<file path="src/bpa_pkg.sv">
package bpa_pkg;

  localparam int BPA_W = 8;

  // Register byte addresses on the APB.
  localparam logic [11:0] BPA_ADDR_PIN_LEVEL = 12'h000;
  localparam logic [11:0] BPA_ADDR_DIRECTION = 12'h004;
  localparam logic [11:0] BPA_ADDR_ANALOG = 12'h008;
  localparam logic [11:0] BPA_ADDR_FUNC_SEL = 12'h00C;
  localparam logic [11:0] BPA_ADDR_OSC_MODE = 12'h010;

  // Values after reset.
  localparam logic [7:0] BPA_RST_DIRECTION = 8'hFF;
  localparam logic [7:0] BPA_RST_ANALOG = 8'hFF;
  localparam logic [7:0] BPA_RST_LATCH = 8'h00;
  localparam logic [7:0] BPA_RST_FUNC_SEL = 8'h00;
  localparam logic [2:0] BPA_RST_OSC_MODE = 3'h0;

  // Pins that can be analog inputs, and the input-only pin.
  localparam logic [7:0] BPA_ANALOG_PINS = 8'h2F;
  localparam int BPA_INPUT_ONLY_PIN = 3;

  // Field positions inside the alternate function select register.
  localparam int BPA_SEL_PIN4_LSB = 0;
  localparam int BPA_SEL_PIN5_LSB = 2;
  localparam int BPA_SEL_OSC_LSB = 4;

  // Oscillator modes.
  localparam logic [2:0] BPA_OSC_LOW_POWER = 3'h0;
  localparam logic [2:0] BPA_OSC_CRYSTAL = 3'h1;
  localparam logic [2:0] BPA_OSC_HIGH_SPEED = 3'h2;

  // Function choices for pins 4 and 5.
  typedef enum logic [1:0] {
    BPA_FN_GPIO = 2'h0,
    BPA_FN_COMPARATOR = 2'h1,
    BPA_FN_PERIPH_IN = 2'h2
  } bpa_fn_t;

  localparam int BPA_SYNC_STAGES = 2;

endpackage

</file>
<file path="src/bpa_sync_if.sv">
`timescale 1ns/1ns
interface bpa_sync_if;
  logic [7:0] raw;
  logic [7:0] synced;
  modport src (output raw, input synced);
  modport dst (input raw, output synced);
endinterface

</file>
<file path="src/bpa_pin_sync.sv">
`timescale 1ns/1ns
module bpa_pin_sync
  import bpa_pkg::*;
(
  input wire logic pclk,
  input wire logic presetn,
  bpa_sync_if.dst bus
);

  logic [7:0] meta_ff;
  logic [7:0] nxt_meta;
  logic [7:0] sync_ff;
  logic [7:0] nxt_sync;

  // The first stage feeds only the second stage.
  always_comb begin
    nxt_meta = bus.raw;
    nxt_sync = meta_ff;
  end

  always_ff @(posedge pclk or negedge presetn) begin
    if (!presetn) begin
      meta_ff <= '0;
      sync_ff <= '0;
    end else begin
      meta_ff <= nxt_meta;
      sync_ff <= nxt_sync;
    end
  end

  assign bus.synced = sync_ff;

endmodule

</file>
<file path="src/bpa_port.sv">
`timescale 1ns/1ns
module bpa_port
  import bpa_pkg::*;
(
  input wire logic pclk,
  input wire logic presetn,
  input wire logic psel,
  input wire logic penable,
  input wire logic pwrite,
  input wire logic [11:0] paddr,
  input wire logic [31:0] pwdata,
  input wire logic [3:0] pstrb,
  output logic [31:0] prdata,
  output logic pready,
  output logic pslverr,
  input wire logic [7:0] pin_in,
  output logic [7:0] pin_out,
  output logic [7:0] pin_oe,
  output logic [7:0] analog_enable,
  input wire logic comparator_one_output,
  input wire logic comparator_two_output,
  input wire logic osc_owns_pins,
  output logic timer_zero_clock_input,
  output logic slave_select_n
);

  ////////////////////////////////////////////////////////////////////////////

  function automatic logic osc_crystal(input logic [2:0] mode);
    return (mode == BPA_OSC_LOW_POWER) || (mode == BPA_OSC_CRYSTAL) ||
           (mode == BPA_OSC_HIGH_SPEED);
  endfunction

  function automatic logic is_addr(input logic [11:0] a,
                                   input logic [11:0] r);
    return a == r;
  endfunction

  function automatic logic fn_is(input bpa_fn_t fn, input bpa_fn_t want);
    return fn == want;
  endfunction

  ////////////////////////////////////////////////////////////////////////////

  bpa_sync_if sync_bus ();

  assign sync_bus.raw = pin_in;

  bpa_pin_sync u_sync (
    .pclk(pclk),
    .presetn(presetn),
    .bus(sync_bus)
  );

  logic [7:0] pin_level;
  assign pin_level = sync_bus.synced;

  ////////////////////////////////////////////////////////////////////////////

  logic [7:0] latch_ff;
  logic [7:0] nxt_latch;
  logic [7:0] dir_ff;
  logic [7:0] nxt_dir;
  logic [7:0] analog_select_mask_ff;
  logic [7:0] nxt_analog_select_mask;
  logic [7:0] fsel_ff;
  logic [7:0] nxt_fsel;
  logic [2:0] osc_ff;
  logic [2:0] nxt_osc;
  logic [31:0] rdata_ff;
  logic [31:0] nxt_rdata;

  logic wr_en;
  logic rd_en;
  logic mapped;
  logic [7:0] digital_read;
  logic [7:0] dir_read;
  logic [7:0] wbyte;
  logic crystal;
  bpa_fn_t fn4;
  bpa_fn_t fn5;

  // Every recognised oscillator code is a crystal or resonator mode.
  assign crystal = osc_crystal(osc_ff);
  // Codes outside the enum fall back to plain port use.
  assign fn4 = bpa_fn_t'(fsel_ff[BPA_SEL_PIN4_LSB +: 2]);
  assign fn5 = bpa_fn_t'(fsel_ff[BPA_SEL_PIN5_LSB +: 2]);

  assign mapped = is_addr(paddr, BPA_ADDR_PIN_LEVEL) ||
                  is_addr(paddr, BPA_ADDR_DIRECTION) ||
                  is_addr(paddr, BPA_ADDR_ANALOG) ||
                  is_addr(paddr, BPA_ADDR_FUNC_SEL) ||
                  is_addr(paddr, BPA_ADDR_OSC_MODE);

  // Zero-wait slave: the access phase always completes at once. Byte lane
  // zero carries every register, so a write without it changes nothing.
  assign wr_en = psel && penable && pwrite && mapped && pstrb[0];
  assign rd_en = psel && !penable && !pwrite;
  assign wbyte = pwdata[7:0];

  // Analog-selected pins read zero whatever their voltage.
  assign digital_read = pin_level & ~analog_select_mask_ff;

  // Pins 7 and 6 belong to the crystal in those modes, so software sees
  // them as inputs whatever it last wrote.
  always_comb begin
    dir_read = dir_ff;
    if (crystal) begin
      dir_read[7:6] = 2'h3;
    end
  end

  ////////////////////////////////////////////////////////////////////////////

  // Every latch bit takes the written bit, input pin or not; the sampled
  // level never reaches the latch, so there is no read-modify-write hazard
  // for software to plan for.
  always_comb begin
    nxt_latch = latch_ff;
    if (wr_en && is_addr(paddr, BPA_ADDR_PIN_LEVEL)) begin
      for (int i = 0; i < BPA_W; i++) begin
        nxt_latch[i] = (wbyte[i] ^ digital_read[i]) ? wbyte[i]
                                                   : digital_read[i];
      end
    end
  end

  always_ff @(posedge pclk or negedge presetn) begin
    if (!presetn) begin
      latch_ff <= BPA_RST_LATCH;
    end else begin
      latch_ff <= nxt_latch;
    end
  end

  ////////////////////////////////////////////////////////////////////////////

  // A one leaves the pad to the board.
  always_comb begin
    nxt_dir = dir_ff;
    if (wr_en && is_addr(paddr, BPA_ADDR_DIRECTION)) begin
      nxt_dir = wbyte;
    end
  end

  always_ff @(posedge pclk or negedge presetn) begin
    if (!presetn) begin
      dir_ff <= BPA_RST_DIRECTION;
    end else begin
      dir_ff <= nxt_dir;
    end
  end

  ////////////////////////////////////////////////////////////////////////////

  // Bits of pins that have no analog path are held at zero.
  always_comb begin
    nxt_analog_select_mask = analog_select_mask_ff;
    if (wr_en && is_addr(paddr, BPA_ADDR_ANALOG)) begin
      nxt_analog_select_mask = wbyte & BPA_ANALOG_PINS;
    end
  end

  always_ff @(posedge pclk or negedge presetn) begin
    if (!presetn) begin
      analog_select_mask_ff <= BPA_RST_ANALOG & BPA_ANALOG_PINS;
    end else begin
      analog_select_mask_ff <= nxt_analog_select_mask;
    end
  end

  ////////////////////////////////////////////////////////////////////////////

  always_comb begin
    nxt_fsel = fsel_ff;
    if (wr_en && is_addr(paddr, BPA_ADDR_FUNC_SEL)) begin
      nxt_fsel = wbyte;
    end
  end

  always_ff @(posedge pclk or negedge presetn) begin
    if (!presetn) begin
      fsel_ff <= BPA_RST_FUNC_SEL;
    end else begin
      fsel_ff <= nxt_fsel;
    end
  end

  ////////////////////////////////////////////////////////////////////////////

  // Codes above high speed select no crystal, leaving pins 6 and 7 free.
  always_comb begin
    nxt_osc = osc_ff;
    if (wr_en && is_addr(paddr, BPA_ADDR_OSC_MODE)) begin
      nxt_osc = wbyte[2:0];
    end
  end

  always_ff @(posedge pclk or negedge presetn) begin
    if (!presetn) begin
      osc_ff <= BPA_RST_OSC_MODE;
    end else begin
      osc_ff <= nxt_osc;
    end
  end

  ////////////////////////////////////////////////////////////////////////////

  // Read data is captured in the setup cycle and then held, so it stands
  // through the access phase whatever the pins do meanwhile.
  always_comb begin
    nxt_rdata = rdata_ff;
    if (rd_en) begin
      nxt_rdata = '0;
      case (paddr)
        BPA_ADDR_PIN_LEVEL: nxt_rdata[7:0] = digital_read;
        BPA_ADDR_DIRECTION: nxt_rdata[7:0] = dir_read;
        BPA_ADDR_ANALOG: nxt_rdata[7:0] = analog_select_mask_ff;
        BPA_ADDR_FUNC_SEL: nxt_rdata[7:0] = fsel_ff;
        BPA_ADDR_OSC_MODE: nxt_rdata[2:0] = osc_ff;
        default: nxt_rdata = '0;
      endcase
    end
  end

  always_ff @(posedge pclk or negedge presetn) begin
    if (!presetn) begin
      rdata_ff <= '0;
    end else begin
      rdata_ff <= nxt_rdata;
    end
  end

  assign prdata = rdata_ff;
  assign pready = 1'h1;
  // An unmapped address is answered with an error and writes nothing.
  assign pslverr = psel && penable && !mapped;

  ////////////////////////////////////////////////////////////////////////////

  // Per-pin overrides: a pad held off, or a peripheral value in place of
  // the latch. The analog select is deliberately left out here.
  logic osc_takes_pads;
  logic [7:0] pad_off;
  logic [7:0] alt_sel;
  logic [7:0] alt_val;
  logic [7:0] drv_val;
  logic [7:0] drv_en;

  // The oscillator block owns the pad drivers of pins 6 and 7 then.
  assign osc_takes_pads = crystal || osc_owns_pins ||
                          fsel_ff[BPA_SEL_OSC_LSB];

  // Nothing here stops software driving an analog pin; that stays its duty.
  always_comb begin
    pad_off = '0;
    alt_sel = '0;
    alt_val = '0;
    pad_off[BPA_INPUT_ONLY_PIN] = 1'h1;
    pad_off[4] = fn_is(fn4, BPA_FN_PERIPH_IN);
    alt_sel[4] = fn_is(fn4, BPA_FN_COMPARATOR);
    alt_val[4] = comparator_one_output;
    pad_off[5] = fn_is(fn5, BPA_FN_PERIPH_IN);
    alt_sel[5] = fn_is(fn5, BPA_FN_COMPARATOR);
    alt_val[5] = comparator_two_output;
    pad_off[7:6] = {2{osc_takes_pads}};
  end

  // A pad that is held off shows zero rather than a stale latch value.
  for (genvar g = 0; g < BPA_W; g++) begin : g_pad
    assign drv_en[g] = !dir_ff[g] && !pad_off[g];
    assign drv_val[g] = pad_off[g] ? 1'h0
                      : alt_sel[g] ? alt_val[g]
                      : latch_ff[g];
  end

  assign pin_out = drv_val;
  assign pin_oe = drv_en;
  assign analog_enable = analog_select_mask_ff;
  // Peripheral inputs take the synchronised level, never the raw pad.
  assign timer_zero_clock_input = fn_is(fn4, BPA_FN_PERIPH_IN) &&
                                  pin_level[4];
  assign slave_select_n = fn_is(fn5, BPA_FN_PERIPH_IN) ? pin_level[5]
                                                       : 1'h1;

endmodule

</file>
<file path="config.mk">
export PLATFORM = sky130hd
export DESIGN_NAME = bpa_port
export DESIGN_NICKNAME = d
export VERILOG_FILES = /design/src/bpa_pkg.sv /design/src/bpa_sync_if.sv /design/src/bpa_pin_sync.sv /design/src/bpa_port.sv
export SDC_FILE = /design/constraint.sdc
export NUM_CORES = 1
export LEC_CHECK = 0
export BUFFER_PORTS_ARGS = -buffer_cell sky130_fd_sc_hd__buf_2
export CAP_MARGIN = 30
export CORE_MARGIN = 10
export CORE_UTILIZATION = 42
export DETAILED_ROUTE_END_ITERATION = 16
export GPL_TIMING_DRIVEN = 0
export HOLD_SLACK_MARGIN = 0.12
export PLACE_DENSITY = 0.75
export RECOVER_POWER = 50
export SYNTH_ARGS = -nofsm -noshare
export SYNTH_HDL_FRONTEND = slang
export SYNTH_HIERARCHICAL = 1
export SYNTH_SLANG_ARGS = --single-unit
</file>
<file path="constraint.sdc">
create_clock -name pclk -period 1.35 [get_ports pclk]
set_clock_uncertainty 0.1 [all_clocks]
set_input_delay 0.2025 -clock pclk [delete_from_list [all_inputs] [get_ports pclk]]
set_output_delay 0.2025 -clock pclk [all_outputs]
set_load 0.1 [all_outputs]
</file>
# [Word-level counts from Yosys, hierarchy flattened]
# Cells that the tools add are included.
# Widths: inputs -> output; s select.
[totals] regBits=56 input_bits=64 output_inout_bits=60 wordCells=86
[op_classes] eq_ne=10 muxes=18 n_bitwise=10 n_reduce_logical=40
[ops] op="$eq 12x4->1 const B" n=2
[ops] op="$pmux 5 s4" n=1
[ops] op="$logic_and 1x1->1" n=17
[ops] op="$mux 1" n=15
[ops] op="$pmux 3 s5" n=1
[ops] op="$logic_not 1->1" n=13
[ops] op="$eq 12x3->1 const B" n=1
[ops] op="$eq 12x5->1 const B" n=1
[ops] op="$logic_not 12->1" n=1
[ops] op="$and 8x8->8" n=1
[ops] op="$logic_or 1x1->1" n=8
[ops] op="$not 6->8" n=1
[ops] op="$xor 1x1->1" n=8
[ops] op="$eq 2x1->1 const B" n=2
[ops] op="$eq 2x2->1 const B" n=2
[ops] op="$eq 3x1->1 const B" n=1
[ops] op="$eq 3x2->1 const B" n=1
[ops] op="$logic_not 3->1" n=1
[ops] op="$mux 2" n=1

# [Logic depth before layout (Yosys ltp)]
[logic_depth] word_depth=8 ltp_mapped=6 depth_no_buf=4

# [By module]
# Netlist, hierarchy kept.
[by_module_without_submodules] module="bpa_port" instances=1 cells_per_inst=194 area_each_um2=2292.2 seq_area_each_um2=992.2
[by_module_without_submodules] module="bpa_pin_sync" instances=1 cells_per_inst=16 area_each_um2=400.4 seq_area_each_um2=400.4

# [Least setup slack after synthesis]
# No wires, ideal clock.
[synth_timing] kind="reg-to-output" start="register fsel_ff[2]" end="output pin_out[5]" arrival_time_ns=2.628 t_required_ns=1.048 path_slack_ns=-1.581 stages_incl_launch_ff=3 n_path_buf=0 path_cell_list="dfrtp_1 > mux2i_1 > o21ai_0"
[synth_between] elab_chain_cells=3 elab_cells_between_ends=4 cone_classes="eq/ne (2); mux (2)"
[synth_rtl] item="start: declaration" line="bpa_port.sv:66" rtl="logic [7:0] fsel_ff;"
[synth_rtl] item="start signal: assignment" line="bpa_port.sv:185" rtl="fsel_ff <= nxt_fsel;"
[synth_rtl] item="$eq 2x1->1" line="bpa_port.sv:40" rtl="return fn == want;"
[synth_rtl] item="$mux 1" line="bpa_port.sv:273" rtl=": alt_sel[g] ? alt_val[g]"
[synth_rtl] item="$mux 1 (*)" line="bpa_port.sv:272" rtl="assign drv_val[g] = pad_off[g] ? 1'h0"
[synth_rtl] item="end: declaration" line="bpa_port.sv:17" rtl="output logic [7:0] pin_out,"
# Mark *: on every way between the ends. The rest lies on a longest branch, timed or not.

# [Worst setup path in the final report]
[layout_timing] start="register osc_ff[0]" end="output pin_oe[6]"
[layout_between] elab_chain_cells=7 elab_cells_between_ends=9 cone_classes="eq/ne (2); reduce/logical (7)"
[layout_rtl] item="start: declaration" line="bpa_port.sv:68" rtl="logic [2:0] osc_ff;"
[layout_rtl] item="start signal: assignment" line="bpa_port.sv:203" rtl="osc_ff <= nxt_osc;"
[layout_rtl] item="$eq 3x1->1 / $logic_not 3->1 (equally long branches)" line="bpa_port.sv:30" rtl="return (mode == BPA_OSC_LOW_POWER) || (mode == BPA_OSC_CRYSTAL) ||"
[layout_rtl] item="$logic_or 1x1->1" line="bpa_port.sv:30"
[layout_rtl] item="$logic_or 1x1->1 (*)" line="bpa_port.sv:30"
[layout_rtl] item="$logic_or 1x1->1 (*) (2 in a row)" line="bpa_port.sv:251" rtl="assign osc_takes_pads = crystal || osc_owns_pins ||"
[layout_rtl] item="$logic_not 1->1 (*)" line="bpa_port.sv:271" rtl="assign drv_en[g] = !dir_ff[g] && !pad_off[g];"
[layout_rtl] item="$logic_and 1x1->1 (*)" line="bpa_port.sv:271"
[layout_rtl] item="end: declaration" line="bpa_port.sv:18" rtl="output logic [7:0] pin_oe,"
# Marks and branches as above.

==> out/metrics.cfg <==
[run_status]
run_status = finished, violations left
violations = negative setup slack

[critical_path]
cp_data_required_time_ns = 1.05
critical_path_peak_fanout = 4
critical_path.startpoint_type = flop
end_kind = primary output
criticalPathCategory = reg2out
arrival_ns = 1.46

[clocking]
clock-sinks = 55
tritoncts = done
path_clk_slew_ns = 0.09
htree_num_levels = 2
cts_buffers = 5
clockRootBuffer = sky130_fd_sc_hd__clkbuf_8
clk_latency_ns = 0.31
cts.path.max_buffers = 2

[floorplan]
core_region_area_mm2 = 0.006277
io-pin-count = 124
die_h_um = 100.1
initial_utilization_pct = 42.89
design.die.area_mm2 = 0.01001
count_of_standard_cell_rows = 29
floorplan.die.width_um = 100.1

[yosys]
ys_warns = 6
netlist_area_mm2 = 0.002693
synthDistinctLibCells = 42
async_set_or_reset_register_ratio_after_synthesis_pct = 100.0
synth_ff_type = sky130_fd_sc_hd__dfrtp_1
syn-mean-instance-area_um2 = 12.82
yosys_reg_bits = 55
netlist_instances = 210
synth_seq_area_share_pct = 51.72
number_of_synthesized_flops_with_an_enable_pin = 0

[route]
postRouteAntennaNets = 0
vias = 2005
detail_route.wirelength_um = 7370
average_detailed_routed_wire_length_per_instance_um = 17.30
drt_pre_antenna_iters = 4
drt_iter0_drc = 103
drc = 0
avgViaCountPerCell = 4.707

[place]
buffer_ports.inserted = 65
detailedPlacementHpwl_um = 5037
placed_cells_incl_taps = 381
place.gp.congestion = 0.7743
place_worst_setup_slack_ns = -0.6567

[cells_and_area]
share_of_final_layout_standard_cells_stronger_than_drive_strength_1_pct = 61.03
finish.net_count = 412
n_antenna_cell = 0
final_core_utilization_pct = 66.14
final-instance-count-excl-fill = 426
area.growth.synth_to_final_pct = 54.18

[sta]
tns_ns = -13.71
timing_worst_slew_pin_value_ns = 0.6847
slew_violations = 0
fmaxAchievable_ghz = 0.5672
slew_headroom_pct = 54.19
post-route-period-util_pct = 130.6
fin_crit_ns = 1.763
final-hold-violation-count = 0
setup_ws_final_ns = -0.4130
total_setup_violations_reported_at_the_end_of_the_flow = 55
rsz0062_at_grt = yes

[global_routing]
number_of_antenna_violations_at_the_first_check_in_global_routing = 0
globalRoute.totalOverflow = 0
grt_pass1_wl_um = 11630
grt_pass1_vias = 2168
maximum_number_of_pins_on_one_net_before_global_route_repair = 41
global_route.usage.total_pct = 14.42

[power]
leakage_dissipation_nw = 2.059
max-vdd-ir-drop_mv = 0.8876
cell_pwr_density_mw_per_mm2 = 831.7

[flow_run]
max_cap_viol_count = 0

[min_path]
worst_hold_path_type = in2reg

==> kinds of logic after synthesis <==
logic type      share of synthesized area, %
flops                                  51.72
other cells                           0.2789
simple gates                           12.50
buf+inv                                11.94
mux                                    18.49
compound gates                         5.065
==> power by group <==
group	internal, mW	total, mW	switching (mW)
Clock	0.556	1.07	0.517
Combinational	0.183	0.698	0.515
Sequential	1.67	1.68	0.00872
Total	2.41	3.45	1.04
==> Yosys cell counts, drive strengths merged (5+ instances only) <==
cell type	instances	area share, %
o21ai	6	1.1
dfstp	13	13
inv	6	0.84
mux2	32	14
nor2	6	0.84
buf	34	9.6
a21oi	6	1.1
nand2	10	1.4
dfrtp	42	39
clkbuf	5	1.5
==> final timing paths <==
kind / slack, ns / end / startpoint / cells after the start
hold reg to reg: 0.26 / u_sync/bus.synced[1] / u_sync/meta_ff[1] / 0
hold / removal: 0.23 / prdata[1] / paddr[4] / 5
min in group asynchronous: 0.25 / latch_ff[2] / presetn / 2
max in group asynchronous: 0.17 / dir_ff[7] / presetn / 3
setup reg to reg: -0.21 / prdata[1] / analog_enable[1] / 4
setup / recovery: -0.41 / pin_oe[6] / osc_ff[0] / 4
==> repair_timing <==
item                                   in CTS  in global routing
hold buffers                               17                  0
gates cloned                                0                  0
setup endpoints to repair                  68                 57
pin swaps                                   0                  2
endpoints found under the hold margin      83                  0
buffers inserted                           17                  4
resized for setup                         106                  7
==> cells in the final DEF, fill, tap and decap left out, types with 5 or more instances in the layout <==
cell,n
sky130_fd_sc_hd__buf_4,55
sky130_fd_sc_hd__dfrtp_1,38
sky130_fd_sc_hd__buf_2,33
sky130_fd_sc_hd__conb_1,30
sky130_fd_sc_hd__mux2_2,26
sky130_fd_sc_hd__buf_12,18
sky130_fd_sc_hd__dlygate4sd3_1,17
sky130_fd_sc_hd__buf_6,13
sky130_fd_sc_hd__nand2_1,10
sky130_fd_sc_hd__dfstp_2,9
sky130_fd_sc_hd__clkbuf_8,7
sky130_fd_sc_hd__mux2_4,6
sky130_fd_sc_hd__inv_2,5
==> sequential cells by signal, indices dropped and copies added, names as in the netlist <==
name	flops
prdata	8
dir_ff	8
u_sync/bus.synced	8
latch_ff	7
fsel_ff	8
analog_enable	5
u_sync/meta_ff	8
osc_ff	3
==> per-layer routing <==
metal	share of wire, %	up-vias	global-route usage, %
met2	50	69	24.39
met5	0	-	0
met3	9.1	8	5.838
met4	1.3	0	4.022
li1	-	952	-
met1	40	976	16.46
==> cell type report <==
type	count	area (µm²)
plain buffers	39	299.0
clock buffers	7	76.32
clock inverters	1	30.03
fillers	441	2126
inverters	6	22.52
multi-input cells	138	1214
flip-flops and latches	55	1413
well taps	77	96.34
repair buffers	103	1001
==> through the flow <==
stage	hold slack, ns	instance area [µm²]	total power, mW
final	0.2322	4151	3.453
after detailed placement	0.04013	3329	2.351
after global routing	0.2505	4151	3.578
after floorplan	-0.1931	2888	2.227
after CTS	0.2182	4110	3.445
after global placement	0.2098	3309	2.339
==> critical path, cell delays in order, from the launching register on <==
cell,delay (ns)
sky130_fd_sc_hd__dfrtp_1,0.39
sky130_fd_sc_hd__a21oi_2,0.10
sky130_fd_sc_hd__or3_4,0.37
sky130_fd_sc_hd__nor2_4,0.11
sky130_fd_sc_hd__buf_12,0.18
(Power assumes the default switching activity.)
